<file path="config.mk">
export PLATFORM = sky130hd
export DESIGN_NAME = tos_stage
export DESIGN_NICKNAME = d
export VERILOG_FILES = /design/src/shared/tos_pkg.sv /design/src/hdl/tos_delay.sv /design/src/hdl/tos_stage.sv
export VERILOG_INCLUDE_DIRS = /design/src /design/src/shared
export SDC_FILE = /design/constraint.sdc
export NUM_CORES = 1
export LEC_CHECK = 0
export ABC_AREA = 1
export ABC_CLOCK_PERIOD_IN_PS = 17600
export BUFFER_PORTS_ARGS = -buffer_cell sky130_fd_sc_hd__buf_2
export CORE_ASPECT_RATIO = 1.4
export CORE_MARGIN = 5
export CORE_UTILIZATION = 30
export DETAILED_ROUTE_END_ITERATION = 12
export SLEW_MARGIN = 20
export SYNTH_ARGS = -nofsm -noshare
export SYNTH_HDL_FRONTEND = slang
export SYNTH_SLANG_ARGS = --single-unit
</file>
<file path="constraint.sdc">
create_clock -name sys_clk -period 17.6 [get_ports sys_clk]
set_input_delay 0.88 -clock sys_clk [delete_from_list [all_inputs] [get_ports sys_clk]]
set_output_delay 0.88 -clock sys_clk [all_outputs]
set_load 0.005 [all_outputs]
</file>
<file path="src/shared/tos_defs.svh">
// Purpose: Constants for the thermal overload stage decision logic.
// Assumes: Thresholds in 0.1 % units, delay in 5 ms steps, 40 MHz clock.
// Notes: Included by the package and the design files.
`ifndef TOS_DEFS_SVH
`define TOS_DEFS_SVH
`define TOS_THR_W 11
`define TOS_DLY_W 20
`define TOS_CUR_W 16
`define TOS_FIX_W 16
`define TOS_FIX_ONE 16'h0400
`define TOS_FIX_FRAC 10
`define TOS_A1_DEF 11'h190
`define TOS_A2_DEF 11'h190
`define TOS_INH_DEF 11'h320
`define TOS_TRIP_DEF 11'h3E8
`define TOS_THR_MAX 11'h5DC
`define TOS_DLY_MAX 20'hAFC80
`define TOS_STEP_NS 5000000
`define TOS_CLK_NS 25
`define TOS_STEP_CYC (`TOS_STEP_NS / `TOS_CLK_NS)
`define TOS_STEP_CW 18
`define TOS_LIGHT_DIV 7'h64
`define TOS_TWO_SHIFT 1
`endif

</file>
<file path="src/shared/tos_pkg.sv">
// Purpose: Types shared by the thermal overload stage files.
// Assumes: tos_defs.svh holds all numeric constants.
// Notes: Settings and status travel as packed structs.
`include "tos_defs.svh"
package tos_pkg;
  typedef enum logic [2:0] {
    TOS_COND_NORMAL = 3'h0,
    TOS_COND_ALARM1 = 3'h1,
    TOS_COND_ALARM2 = 3'h2,
    TOS_COND_INHIBIT = 3'h3,
    TOS_COND_TRIP = 3'h4,
    TOS_COND_BLOCKED = 3'h5
  } tos_cond_e;
  typedef enum logic [1:0] {
    TOS_LOAD_LIGHT = 2'h0,
    TOS_LOAD_NORMAL = 2'h1,
    TOS_LOAD_OVER = 2'h2,
    TOS_LOAD_HIGH = 2'h3
  } tos_load_e;
  typedef enum logic [1:0] {
    TOS_TRIP_IDLE = 2'h0,
    TOS_TRIP_TIMING = 2'h1,
    TOS_TRIP_ACTIVE = 2'h2,
    TOS_TRIP_BLOCKED = 2'h3
  } tos_trip_e;
  typedef struct packed {
    logic alarm1_en;
    logic alarm2_en;
    logic restart_lock_enable;
    logic trip_en;
    logic [`TOS_THR_W-1:0] first_alarm_threshold;
    logic [`TOS_THR_W-1:0] second_alarm_threshold;
    logic [`TOS_THR_W-1:0] restart_lock_threshold;
    logic [`TOS_THR_W-1:0] operate_threshold;
    logic [`TOS_DLY_W-1:0] operate_extra_delay;
  } tos_set_s;
  typedef struct packed {
    logic [`TOS_FIX_W-1:0] service_factor;
    logic [`TOS_FIX_W-1:0] ambient_k;
    logic [`TOS_FIX_W-1:0] nominal_k;
    logic ambient_valid;
    logic ambient_k_consistent;
  } tos_fix_s;
  typedef struct packed {
    logic service_fault;
    logic ambient_fault;
    logic nominal_fault;
    logic ambient_k_fault;
  } tos_fault_s;
  typedef struct packed {
    logic alarm1;
    logic alarm2;
    logic restart_lock;
    logic trip;
    logic start;
    logic blocked;
  } tos_out_s;
endpackage

</file>
<file path="src/hdl/tos_delay.sv">
// Purpose: Added operate delay counter in 5 ms steps.
// Assumes: Arm held high while the delay should run.
// Notes: Zero steps gives done in the same cycle as arm.
`timescale 1ns/1ps
`include "tos_defs.svh"
module tos_delay (
  // Clock and reset.
  input wire logic sys_clk,
  input wire logic rst,
  // Control.
  input wire logic arm,
  input wire logic [`TOS_DLY_W-1:0] steps,
  // Result.
  output logic done
);
  import tos_pkg::*;
  logic [`TOS_STEP_CW-1:0] tick_r;
  logic [`TOS_DLY_W-1:0] step_cnt_r;
  localparam logic [`TOS_STEP_CW-1:0] STEP_LAST = `TOS_STEP_CW'(`TOS_STEP_CYC - 1);

  ////////////////////////////////////////////////////////////////////////////
  // The step count is re-read every cycle, so a new setting group takes effect at once.
  always_ff @(posedge sys_clk or posedge rst) begin
    if (rst) begin
      tick_r <= '0;
      step_cnt_r <= '0;
    end else if (!arm) begin
      tick_r <= '0;
      step_cnt_r <= '0;
    end else if (step_cnt_r < steps) begin
      if (tick_r == STEP_LAST) begin
        tick_r <= '0;
        step_cnt_r <= step_cnt_r + `TOS_DLY_W'(1);
      end else begin
        tick_r <= tick_r + `TOS_STEP_CW'(1);
      end
    end
  end

  assign done = arm && (step_cnt_r >= steps);
endmodule

</file>
<file path="src/hdl/tos_stage.sv">
// Purpose: Decision stage of the thermal overload stage.
// Assumes: Thermal capacity and current come from the thermal image on sys_clk.
// Notes: One evaluation per program cycle, marked by cycle_start.
//
// What this block does
// RULE1: Outputs depend only on thermal capacity, each against its own threshold.
// RULE2: Alarm 1 asserts at capacity >= threshold, 0.1% steps, default 40%.
// RULE3: Alarm 2 asserts at its own threshold, 0.1% steps, default 40%.
// RULE4: Inhibit default 80%, trip default 100%, all compares greater or equal.
// RULE5: Each output has an enable, default off; disabled never asserts.
// RULE6: Trip waits an added delay in 5 ms steps after threshold.
// RULE7: Zero delay gives trip with no added wait.
// RULE8: New setting group values apply immediately while running.
// RULE9: Blocking input is sampled at each program cycle start.
// RULE10: Pick-up with blocking off asserts start and runs the operate timing; here start is forced low while the condition code is normal.
// RULE11: Pick-up with blocking on asserts blocked and stops processing.
// RULE12: Blocking after start clears start and resets timing like dropout.
// RULE13: Blocking must arrive 5 ms before the delay ends to be sure.
// RULE14: Condition code reports normal, alarm1, alarm2, inhibit, trip or blocked.
// RULE15: With condition normal, every output control is low.
// RULE16: Current below 1% of nominal reports light or no load.
// RULE17: Load normal, overloading and high overload by trip limit and twice nominal.
// RULE18: Invalid service factor uses 1.0 and shows a fault while it lasts.
// RULE19: Invalid ambient settings use 1.0 correction and flag ambient fault.
// RULE20: Invalid nominal current setting uses 1.0 and flags its fault.
// RULE21: Inconsistent ambient k setting shows its own fault while it lasts.
//
// Chosen here: the plain strobed port and the address map.
`timescale 1ns/1ps
`include "tos_defs.svh"
module tos_stage (
  // Clock and reset.
  input wire logic sys_clk,
  input wire logic rst,
  // Program cycle and thermal image.
  input wire logic cycle_start,
  input wire logic [`TOS_THR_W-1:0] thermal_cap,
  input wire logic [`TOS_CUR_W-1:0] meas_current,
  input wire logic [`TOS_CUR_W-1:0] nominal_current,
  // Blocking input from the blocking matrix.
  input wire logic block_in,
  // Register port.
  input wire logic [3:0] reg_addr,
  input wire logic [31:0] reg_wdata,
  input wire logic reg_wr,
  input wire logic reg_rd,
  output logic [31:0] reg_rdata,
  // Raw correction settings.
  input wire tos_pkg::tos_fix_s fix_raw,
  // Results.
  output tos_pkg::tos_out_s outs,
  output tos_pkg::tos_cond_e operating_condition_code,
  output tos_pkg::tos_load_e load_status,
  output tos_pkg::tos_fault_s setting_fault_flag,
  output tos_pkg::tos_fix_s fix_used
);
  import tos_pkg::*;

  localparam logic [3:0] ADDR_CTRL = 4'h0;
  localparam logic [3:0] ADDR_A1 = 4'h1;
  localparam logic [3:0] ADDR_A2 = 4'h2;
  localparam logic [3:0] ADDR_INH = 4'h3;
  localparam logic [3:0] ADDR_TRIP = 4'h4;
  localparam logic [3:0] ADDR_DLY = 4'h5;
  localparam logic [3:0] ADDR_STAT = 4'h6;

  tos_set_s set_r;
  logic blk_meta_r;
  logic blk_sync_r;
  logic blk_r;
  logic [`TOS_THR_W-1:0] cap_r;
  tos_trip_e trip_st_r;
  tos_trip_e trip_st_nxt;
  logic delay_done;
  logic trip_pick;
  logic a1_hit;
  logic a2_hit;
  logic inh_hit;
  tos_out_s outs_nxt;
  tos_cond_e cond_nxt;
  tos_load_e load_nxt;
  tos_fault_s fault_nxt;
  tos_fix_s fix_nxt;
  logic [`TOS_CUR_W+6:0] cur_x100;
  logic [`TOS_CUR_W:0] nom_x2;
  logic [`TOS_CUR_W-1:0] trip_limit;

  ////////////////////////////////////////////////////////////////////////////
  // Register writes. Settings are used the very next cycle, no shadow copy.
  always_ff @(posedge sys_clk or posedge rst) begin
    if (rst) begin
      set_r.alarm1_en <= 1'b0; // RULE5
      set_r.alarm2_en <= 1'b0;
      set_r.restart_lock_enable <= 1'b0;
      set_r.trip_en <= 1'b0;
      set_r.first_alarm_threshold <= `TOS_A1_DEF; // RULE2
      set_r.second_alarm_threshold <= `TOS_A2_DEF; // RULE3
      set_r.restart_lock_threshold <= `TOS_INH_DEF; // RULE4
      set_r.operate_threshold <= `TOS_TRIP_DEF; // RULE4
      set_r.operate_extra_delay <= '0; // RULE7
    end else if (reg_wr) begin // RULE8
      case (reg_addr)
        ADDR_CTRL: begin
          set_r.alarm1_en <= reg_wdata[0];
          set_r.alarm2_en <= reg_wdata[1];
          set_r.restart_lock_enable <= reg_wdata[2];
          set_r.trip_en <= reg_wdata[3];
        end
        ADDR_A1: begin
          if (reg_wdata[`TOS_THR_W-1:0] <= `TOS_THR_MAX) begin
            set_r.first_alarm_threshold <= reg_wdata[`TOS_THR_W-1:0];
          end
        end
        ADDR_A2: begin
          if (reg_wdata[`TOS_THR_W-1:0] <= `TOS_THR_MAX) begin
            set_r.second_alarm_threshold <= reg_wdata[`TOS_THR_W-1:0];
          end
        end
        ADDR_INH: begin
          if (reg_wdata[`TOS_THR_W-1:0] <= `TOS_THR_MAX) begin
            set_r.restart_lock_threshold <= reg_wdata[`TOS_THR_W-1:0];
          end
        end
        ADDR_TRIP: begin
          if (reg_wdata[`TOS_THR_W-1:0] <= `TOS_THR_MAX) begin
            set_r.operate_threshold <= reg_wdata[`TOS_THR_W-1:0];
          end
        end
        ADDR_DLY: begin
          if (reg_wdata[`TOS_DLY_W-1:0] <= `TOS_DLY_MAX) begin
            set_r.operate_extra_delay <= reg_wdata[`TOS_DLY_W-1:0];
          end
        end
        default: begin
        end
      endcase
    end
  end

  ////////////////////////////////////////////////////////////////////////////
  // Register reads, data one cycle after the strobe; unmapped reads give zero.
  always_ff @(posedge sys_clk or posedge rst) begin
    if (rst) begin
      reg_rdata <= '0;
    end else if (reg_rd) begin
      case (reg_addr)
        ADDR_CTRL: reg_rdata <= {28'h0000000, set_r.trip_en, set_r.restart_lock_enable,
                                 set_r.alarm2_en, set_r.alarm1_en};
        ADDR_A1: reg_rdata <= {21'h000000, set_r.first_alarm_threshold};
        ADDR_A2: reg_rdata <= {21'h000000, set_r.second_alarm_threshold};
        ADDR_INH: reg_rdata <= {21'h000000, set_r.restart_lock_threshold};
        ADDR_TRIP: reg_rdata <= {21'h000000, set_r.operate_threshold};
        ADDR_DLY: reg_rdata <= {12'h000, set_r.operate_extra_delay};
        ADDR_STAT: reg_rdata <= {16'h0000, setting_fault_flag, load_status, 1'b0,
                                 operating_condition_code, outs};
        default: reg_rdata <= '0;
      endcase
    end else begin
      reg_rdata <= '0;
    end
  end

  ////////////////////////////////////////////////////////////////////////////
  // Blocking pin passes two flip-flops, then is latched once per program cycle.
  always_ff @(posedge sys_clk or posedge rst) begin
    if (rst) begin
      blk_meta_r <= 1'b0;
      blk_sync_r <= 1'b0;
    end else begin
      blk_meta_r <= block_in;
      blk_sync_r <= blk_meta_r;
    end
  end

  always_ff @(posedge sys_clk or posedge rst) begin
    if (rst) begin
      blk_r <= 1'b0;
      cap_r <= '0;
    end else if (cycle_start) begin
      blk_r <= blk_sync_r; // RULE9
      cap_r <= thermal_cap;
    end
  end

  ////////////////////////////////////////////////////////////////////////////
  // Threshold compares, capacity only.
  assign a1_hit = set_r.alarm1_en && (cap_r >= set_r.first_alarm_threshold); // RULE1 RULE2 RULE5
  assign a2_hit = set_r.alarm2_en && (cap_r >= set_r.second_alarm_threshold); // RULE3 RULE5
  assign inh_hit = set_r.restart_lock_enable && (cap_r >= set_r.restart_lock_threshold); // RULE4 RULE5
  assign trip_pick = set_r.trip_en && (cap_r >= set_r.operate_threshold); // RULE4 RULE5

  // The 5 ms lead time for blocking is the far side's duty; the delay only runs in TIMING.
  tos_delay u_delay (
    .sys_clk(sys_clk),
    .rst(rst),
    .arm(trip_st_r == TOS_TRIP_TIMING),
    .steps(set_r.operate_extra_delay),
    .done(delay_done)
  );

  ////////////////////////////////////////////////////////////////////////////
  // Trip sequencing with blocking.
  always_comb begin
    trip_st_nxt = trip_st_r;
    case (trip_st_r)
      TOS_TRIP_IDLE: begin
        if (trip_pick && blk_r) begin
          trip_st_nxt = TOS_TRIP_BLOCKED; // RULE11
        end else if (trip_pick) begin
          trip_st_nxt = TOS_TRIP_TIMING; // RULE10
        end
      end
      TOS_TRIP_TIMING: begin
        if (!trip_pick || blk_r) begin
          trip_st_nxt = TOS_TRIP_IDLE; // RULE12
        end else if (delay_done) begin
          trip_st_nxt = TOS_TRIP_ACTIVE; // RULE6 RULE7
        end
      end
      TOS_TRIP_ACTIVE: begin
        if (!trip_pick || blk_r) begin
          trip_st_nxt = TOS_TRIP_IDLE; // RULE12
        end
      end
      TOS_TRIP_BLOCKED: begin
        if (!trip_pick || !blk_r) begin
          trip_st_nxt = TOS_TRIP_IDLE;
        end
      end
      default: trip_st_nxt = TOS_TRIP_IDLE;
    endcase
  end

  always_ff @(posedge sys_clk or posedge rst) begin
    if (rst) begin
      trip_st_r <= TOS_TRIP_IDLE;
    end else begin
      trip_st_r <= trip_st_nxt;
    end
  end

  ////////////////////////////////////////////////////////////////////////////
  // Outputs and condition code. Highest active stage wins the code.
  always_comb begin
    outs_nxt = '0;
    outs_nxt.alarm1 = a1_hit;
    outs_nxt.alarm2 = a2_hit;
    outs_nxt.restart_lock = inh_hit;
    outs_nxt.trip = (trip_st_nxt == TOS_TRIP_ACTIVE); // RULE6
    outs_nxt.start = (trip_st_nxt == TOS_TRIP_TIMING) || (trip_st_nxt == TOS_TRIP_ACTIVE); // RULE10
    outs_nxt.blocked = (trip_st_nxt == TOS_TRIP_BLOCKED); // RULE11
    if (outs_nxt.blocked) begin
      cond_nxt = TOS_COND_BLOCKED; // RULE14
    end else if (outs_nxt.trip) begin
      cond_nxt = TOS_COND_TRIP;
    end else if (outs_nxt.restart_lock) begin
      cond_nxt = TOS_COND_INHIBIT;
    end else if (outs_nxt.alarm2) begin
      cond_nxt = TOS_COND_ALARM2;
    end else if (outs_nxt.alarm1) begin
      cond_nxt = TOS_COND_ALARM1;
    end else begin
      cond_nxt = TOS_COND_NORMAL;
    end
    if (cond_nxt == TOS_COND_NORMAL) begin
      outs_nxt = '0; // RULE15
    end
  end

  always_ff @(posedge sys_clk or posedge rst) begin
    if (rst) begin
      outs <= '0;
      operating_condition_code <= TOS_COND_NORMAL;
    end else begin
      outs <= outs_nxt;
      operating_condition_code <= cond_nxt;
    end
  end

  ////////////////////////////////////////////////////////////////////////////
  // Load class. Trip limit is nominal scaled by the used service factor.
  assign cur_x100 = (`TOS_CUR_W+7)'(meas_current) * (`TOS_CUR_W+7)'(`TOS_LIGHT_DIV);
  assign nom_x2 = {nominal_current, 1'b0};
  assign trip_limit = `TOS_CUR_W'((32'(nominal_current) * 32'(fix_used.service_factor)) >> `TOS_FIX_FRAC);

  always_comb begin
    if (cur_x100 < (`TOS_CUR_W+7)'(nominal_current)) begin
      load_nxt = TOS_LOAD_LIGHT; // RULE16
    end else if ((`TOS_CUR_W+1)'(meas_current) > nom_x2) begin
      load_nxt = TOS_LOAD_HIGH; // RULE17
    end else if (meas_current > trip_limit) begin
      load_nxt = TOS_LOAD_OVER; // RULE17
    end else begin
      load_nxt = TOS_LOAD_NORMAL; // RULE17
    end
  end

  always_ff @(posedge sys_clk or posedge rst) begin
    if (rst) begin
      load_status <= TOS_LOAD_LIGHT;
    end else begin
      load_status <= load_nxt;
    end
  end

  ////////////////////////////////////////////////////////////////////////////
  // Setting checks. A zero factor is invalid; faults drop as soon as fixed.
  always_comb begin
    fix_nxt = fix_raw;
    fault_nxt = '0;
    if (fix_raw.service_factor == '0) begin
      fix_nxt.service_factor = `TOS_FIX_ONE; // RULE18
      fault_nxt.service_fault = 1'b1;
    end
    if (!fix_raw.ambient_valid || fix_raw.ambient_k == '0) begin
      fix_nxt.ambient_k = `TOS_FIX_ONE; // RULE19
      fault_nxt.ambient_fault = 1'b1;
    end
    if (fix_raw.nominal_k == '0) begin
      fix_nxt.nominal_k = `TOS_FIX_ONE; // RULE20
      fault_nxt.nominal_fault = 1'b1;
    end
    fault_nxt.ambient_k_fault = !fix_raw.ambient_k_consistent; // RULE21
  end

  always_ff @(posedge sys_clk or posedge rst) begin
    if (rst) begin
      setting_fault_flag <= '0;
      fix_used <= '0;
    end else begin
      setting_fault_flag <= fault_nxt;
      fix_used <= fix_nxt;
    end
  end

  ////////////////////////////////////////////////////////////////////////////
  // Checks.
  chk_normal_quiet: assert property (@(posedge sys_clk) disable iff (rst) // RULE15
    operating_condition_code == TOS_COND_NORMAL |-> outs == '0)
    else $error("Output active while condition normal.");
  chk_alarm1_disabled: assert property (@(posedge sys_clk) disable iff (rst) // RULE5
    !set_r.alarm1_en |=> !outs.alarm1)
    else $error("Alarm 1 asserted while disabled.");
  chk_alarm1_level: assert property (@(posedge sys_clk) disable iff (rst) // RULE2
    set_r.alarm1_en && cap_r >= set_r.first_alarm_threshold |=> outs.alarm1)
    else $error("Alarm 1 missed its threshold.");
  chk_alarm2_level: assert property (@(posedge sys_clk) disable iff (rst) // RULE3
    set_r.alarm2_en && cap_r >= set_r.second_alarm_threshold |=> outs.alarm2)
    else $error("Alarm 2 missed its threshold.");
  chk_inhibit_level: assert property (@(posedge sys_clk) disable iff (rst) // RULE4
    outs.restart_lock |-> $past(cap_r) >= $past(set_r.restart_lock_threshold))
    else $error("Inhibit asserted below threshold.");
  chk_trip_nodelay: assert property (@(posedge sys_clk) disable iff (rst) // RULE7
    trip_st_r == TOS_TRIP_TIMING && set_r.operate_extra_delay == '0 && trip_pick && !blk_r |=> outs.trip)
    else $error("Trip delayed with zero delay setting.");
  chk_block_stop: assert property (@(posedge sys_clk) disable iff (rst) // RULE11
    trip_st_r == TOS_TRIP_IDLE && trip_pick && blk_r |=> outs.blocked && !outs.start && !outs.trip)
    else $error("Blocked pick-up went on to operate.");
  chk_block_clear: assert property (@(posedge sys_clk) disable iff (rst) // RULE12
    outs.start && blk_r |=> !outs.start ##1 !outs.trip)
    else $error("Start not cleared by blocking.");
  chk_block_sample: assert property (@(posedge sys_clk) disable iff (rst) // RULE9
    !cycle_start |=> $stable(blk_r))
    else $error("Blocking changed outside cycle start.");
  chk_sf_fault: assert property (@(posedge sys_clk) disable iff (rst) // RULE18
    fix_raw.service_factor == '0 |=> setting_fault_flag.service_fault && fix_used.service_factor == `TOS_FIX_ONE)
    else $error("Service factor fault not handled.");
endmodule

</file>
# After elaboration in Yosys (flattened, before gate mapping)
# Cells that the tools add are included.
[classes]
n_addsub = 2
mul = 2
div = 0
order_cmp = 11
n_eq_ne = 15
n_shift = 0
muxes = 30
bitwise_logic = 0
reduce_logical = 27
[ops]
columns = ["cell", "count"]
rows = [
  ["one-hot mux 20 bit (7 select lines)", 1],
  ["two-way mux 20 bit", 3],
  ["two-way mux 18 bit", 3],
  ["zero test 16 bit", 3],
  ["two-way mux 16 bit", 3],
  ["greater-or-equal comparator 11 bit", 4],
  ["two-way mux 32 bit", 1],
  ["multiplier 16 x 16 -> 26 bit", 1],
  ["< comparator 23 x 16 -> 1 bit", 1],
  ["two-way mux 2 bit", 11],
  ["multiplier 16 x 5 -> 21 bit (second input constant)", 1],
  ["adder 20 x 1 -> 20 bit (second input constant)", 1],
  ["greater-or-equal comparator 20 bit", 1],
  ["<= comparator 20 bit (second input constant)", 1],
  ["< comparator 20 bit", 1],
  ["adder 18 x 1 -> 18 bit (second input constant)", 1],
  ["== test 18 bit (second input constant)", 1],
  ["greater-than comparator 16 x 17 -> 1 bit", 1],
  ["greater-than comparator 16 bit", 1],
  ["AND reduction 3 bit", 5],
  ["== test 4 x 3 -> 1 bit (second input constant)", 3],
  ["<= comparator 11 bit (second input constant)", 1],
  ["== test 2 bit (second input constant)", 4],
  ["== test 4 x 2 -> 1 bit (second input constant)", 2],
  ["other kinds (14)", 32],
]
[totals]
reg_bits = 219
latch_bits = 0
ramBits = 0
romBits = 0
mem_count = 0

# Depth between registers and ports, before layout
[logic_depth]
depth_word = 11
depth_mapped = 36

# Hierarchy
# Synthesis repeated with hierarchy kept, for this count alone.
[hier_totals]
hier_cells = 2873
area_unflattened_um2 = 21931.0
[modules_own_cells]
columns = ["mod", "instances", "cells_each", "area_per_inst_um2", "seq_area_each_um2"]
rows = [
  ["tos_stage", 1, 2380, 18743.0, 4247.8],
  ["tos_delay", 1, 493, 3188.1, 950.9],
]

# Least setup slack after synthesis
# Ideal clock, no wire load.
[synth_path]
path_type = "input port to flip-flop"
startpoint = "in nominal_current[9]"
endpoint = "reg load_status[1]"
t_arrival_ns = 6.802
setup_slack_ns = 10.679
path_stages = 29
path_cell_list = "clkbuf_1 -> clkbuf_1 -> nand2_1 -> fa_1 -> fa_1 -> fa_1 -> inv_1 -> fa_1 -> fa_1 -> inv_1 -> fa_1 -> inv_1 -> ha_1 -> inv_1 -> nor3_1 -> nor3b_1 -> nand3_1 -> a31oi_1 -> xor2_1 -> ha_1 -> a21oi_1 -> o21ai_0 -> o21bai_1 -> nand3_1 -> o2111ai_1 -> nand2_1 -> nand2_1 -> inv_1 -> nor2_1"
[synth_via]
elab_chain_cells = 5
[synth_lines]
columns = ["item", "line_no", "text"]
rows = [
  ["start, declared", "tos_stage.sv:39", "input wire logic [`TOS_CUR_W-1:0] nominal_current,"],
  ["multiplier 16 x 16 -> 26 bit", "tos_stage.sv:284", "assign trip_limit = `TOS_CUR_W'((32'(nominal_current) * 32'(fix_used.service_factor)) >> `TOS_FIX_FRAC);"],
  ["greater-than comparator 16 bit", "tos_stage.sv:291", "end else if (meas_current > trip_limit) begin"],
  ["two-way mux 2 bit", "tos_stage.sv:291", ""],
  ["two-way mux 2 bit", "tos_stage.sv:289", "end else if ((`TOS_CUR_W+1)'(meas_current) > nom_x2) begin"],
  ["two-way mux 2 bit *", "tos_stage.sv:287", "if (cur_x100 < (`TOS_CUR_W+7)'(nominal_current)) begin"],
  ["net load_nxt[1]", "tos_stage.sv:81", "tos_load_e load_nxt;"],
  ["end signal, assigned", "tos_stage.sv:302", "load_status <= load_nxt;"],
  ["end, declared", "tos_stage.sv:53", "output tos_pkg::tos_load_e load_status,"],
]
# Mark *: on every way through the listed nets, which the timed path passes. The rest lies on a longest branch.
# A chain may end at the register's enable or synchronous reset.

# Worst setup path in the final report
[layout_path]
startpoint = "reg fix_used[37] (netlist bit)"
endpoint = "reg load_status[1]"
[layout_via]
elab_chain_cells = 5
[layout_lines]
columns = ["item", "line_no", "text"]
rows = [
  ["start, declared", "tos_stage.sv:55", "output tos_pkg::tos_fix_s fix_used"],
  ["start signal, assigned", "tos_stage.sv:332", "fix_used <= fix_nxt;"],
  ["multiplier 16 x 16 -> 26 bit", "tos_stage.sv:284", ""],
  ["greater-than comparator 16 bit", "tos_stage.sv:291", ""],
  ["two-way mux 2 bit", "tos_stage.sv:291", ""],
  ["two-way mux 2 bit", "tos_stage.sv:289", ""],
  ["two-way mux 2 bit", "tos_stage.sv:287", ""],
  ["net load_nxt[1]", "tos_stage.sv:81", ""],
]
# The timed path passes the listed nets, and every way through them passes these cells.

==> flow_summary.toml <==
[run_status]
outcome = "completed"

[clocking]
cts_root_buf = "clkbuf_16"
clk_transition_reported_paths_ns = 0.07
cts.path.max_buffers = 3
h-tree-depth = 1
clkLatencyLatePin_ns = 0.55
cts_tree = "built"
cts_hold_buf = 0
cts-resized-gates = 0
cts_buffers = 24
post-cts-setup-buffers = 0
cts_sinks = 207

[yosys]
yosys.cell_types.count = 54
async_flop_share_pct = 100
post_synth_edffs = 0
syn-cell-area_um2 = 21200
synth_area_per_cell_um2 = 7.87
synth-warning-count = 0
most_used_flip_flop_cell_after_synthesis = "dfrtp_1"
ys_seq_area_share_pct = 24.5
synth_cells = 2695
postSynthRegisterBits = 207

[detailed_routing]
routed_wire_length_per_instance_um = 15.9
routed_wirelength_um = 60100
antenna_violating_nets_post_route = 0
drtIter0Drc = 982
vias_per_cell = 4.62
remaining_drc_errors = 0
1st_pass_router_iterations = 5
num_vias = 17417

[floorplanning]
die-area_um2 = 76200
num_rows = 115
die_width_um = 235
floorplan.core_area_um2 = 70200
die_height_um = 325
top_level_ports = 232
floorplan.initialDensity_pct = 30.2

[sta]
layout_worst_path_cycle_share_pct = 40.6
timing.clock.skew_ns = 0.0134
finalMaxSlewViolations = 0
setup_repair_after_global_routing_missed_its_margin = "no"
slew_headroom_pct = 31.8
finalCriticalPeriod_ns = 7.15
finalHoldViolCount = 0
measured_slew_at_the_worst_slew_check_pin_ns = 1.02
timing.final.setup_violations = 0
tns_ns = 0
fmax_mhz = 140
holdWs_ns = 0.362
timing.final.ws_setup_ns = 10.45

[setup_path]
cp.arrival_ns = 7.57
critPathCaptureType = "flip-flop"
worst-path-max-fanout = 17
critical_path_required_ns = 18.02
timing.setup.critical_path_class = "reg -> reg"
timing.critical_path.from_type = "flip-flop"

[power_and_ir_drop]
max-vdd-ir-drop_uv = 153
power_leakage_nw = 13.0
totalPowerFinal_mw = 4.04
power_density_nw_per_um2 = 170

[global_routing]
grtUsageTotal_pct = 15.7
grt_pass1_vias = 18190
pin_count_of_the_biggest_net_entering_global_routing = 84
antenna_found_initial = 3
gr-total-overflow = 0
global_route_wire_length_before_repair_um = 96900

[final_layout]
finalInstanceArea_um2 = 23800
post_layout_nets = 3381
multiInputGateArea_um2 = 13200
layout-drive-gt1-share_pct = 11.3
layout_commonest_cell = "inv_1"
fill_cells = 7430
sequential_cell_area_um2 = 5200
areaGrowthSynthToFinish_pct = 12.1
mostFrequentLayoutCells = "inv_1 (618), nand2_1 (613), ha_1 (238)"

[worst_hold_path]
worstHoldPathType = "reg -> reg"

[place]
place_hpwl_um = 48700
gp_congestion = 0.883
io_buffer_count = 207
detailed_place.area_um2 = 22900
preCtsSetupSlack_ns = 9.99

[flow_run]
drv_cap = 0
==> worst paths after layout <==
path                                        start                       end  slack, ns  cells after the start
setup / recovery           fix_used[37]$_DFF_PP0_  load_status[1]$_DFF_PP0_      10.45                     27
hold / removal               blk_meta_r$_DFF_PP0_      blk_sync_r$_DFF_PP0_       0.36                      0
setup reg to reg           fix_used[37]$_DFF_PP0_  load_status[1]$_DFF_PP0_      10.45                     27
hold reg to reg              blk_meta_r$_DFF_PP0_      blk_sync_r$_DFF_PP0_       0.36                      0
max in group asynchronous                     rst    fix_used[39]$_DFF_PP0_      15.86                      3
min in group asynchronous                     rst   reg_rdata[19]$_DFF_PP0_       0.40                      2
==> state kept, by name (all words and copies together), names as in the netlist, 2 cells and up <==
signal and cells:
set_r 68, fix_used 50, reg_rdata 20, u_delay.step_cnt_r 20, u_delay.tick_r 18, cap_r 11
outs 6, setting_fault_flag 4, operating_condition_code 3, load_status 2, trip_st_r 2
==> logic make-up after synthesis <==
family                   after synthesis  share of synthesized area [%]
AO/OA/AOI/OAI                        279                           7.64
XOR/XNOR                              58                           2.39
adder cells (fa/ha/maj)              429                           32.1
buffers and inverters                750                           13.7
flip-flops                           207                           24.5
multiplexers                          12                          0.637
other                                  1                         0.0177
AND/OR/NAND/NOR                      959                           19.0
==> worst max-delay path, stage by stage (launching register included) <==
cell	delay [ns]
dfrtp_1	0.83
nand2_1	0.17
fa_1	0.58
fa_1	0.44
fa_1	0.51
inv_1	0.05
fa_1	0.48
fa_1	0.56
inv_1	0.06
fa_1	0.53
inv_1	0.04
ha_1	0.33
inv_1	0.12
nor3_1	0.06
nor3b_1	0.46
nand3_1	0.24
a31oi_1	0.21
xor2_1	0.21
ha_1	0.28
a21oi_1	0.14
o21ai_0	0.09
o21bai_1	0.17
nand3_1	0.08
o2111ai_1	0.09
nand2_1	0.13
nand2_1	0.06
inv_1	0.05
nor2_1	0.05
==> report_power, final <==
part | internal [mW] | leakage (nW) | switching (mW) | total [mW]
logic | 1.14 | 10.0 | 1.77 | 2.91
registers | 0.544 | 2.59 | 0.0468 | 0.591
clock network | 0.312 | 0.403 | 0.225 | 0.537
==> cell usage after synthesis, drive strengths merged (17+ instances only) <==
cell	number	area (um^2)
a21oi	99	510
fa	191	3820
clkbuf	92	352
nor4	17	131
xnor2	22	193
xor2	36	315
dfrtp	192	4800
nand2	617	2340
inv	623	2340
nor3	29	145
nand3	87	440
nand4	43	269
o22ai	20	125
nor2	142	551
buf	35	224
ha	238	2980
o21ai	110	554
==> layer usage <==
layer  up-vias  part of all wire [%]  global-route usage, %
met5         -                     0                      0
met4         0                   5.7                   7.72
met3       156                   4.1                   2.16
met2       408                    52                   29.5
met1      8360                    38                   17.3
li1       8493                     -                      -
==> metrics by stage <==
step / utilization (%) / std cells
4_1_cts: 33.9 / 3771
6_report: 33.9 / 3772
3_3_place_gp: 32.7 / 3727
2_1_floorplan: - / 2706
5_1_grt: 33.9 / 3771
3_5_place_dp: 32.7 / 3727
==> cell type report <==
class                           count  share of cell area, %
Clock inverter                     14                  0.789
Multi-Input combinational cell   1749                   55.3
Tap cell                          936                   4.92
Sequential cell                   207                   21.9
Timing Repair Buffer              212                   4.51
Antenna cell                        1                 0.0105
Clock buffer                       30                   2.75
Inverter                          623                   9.86
No activity file was read; power rests on OpenSTA's default activity.
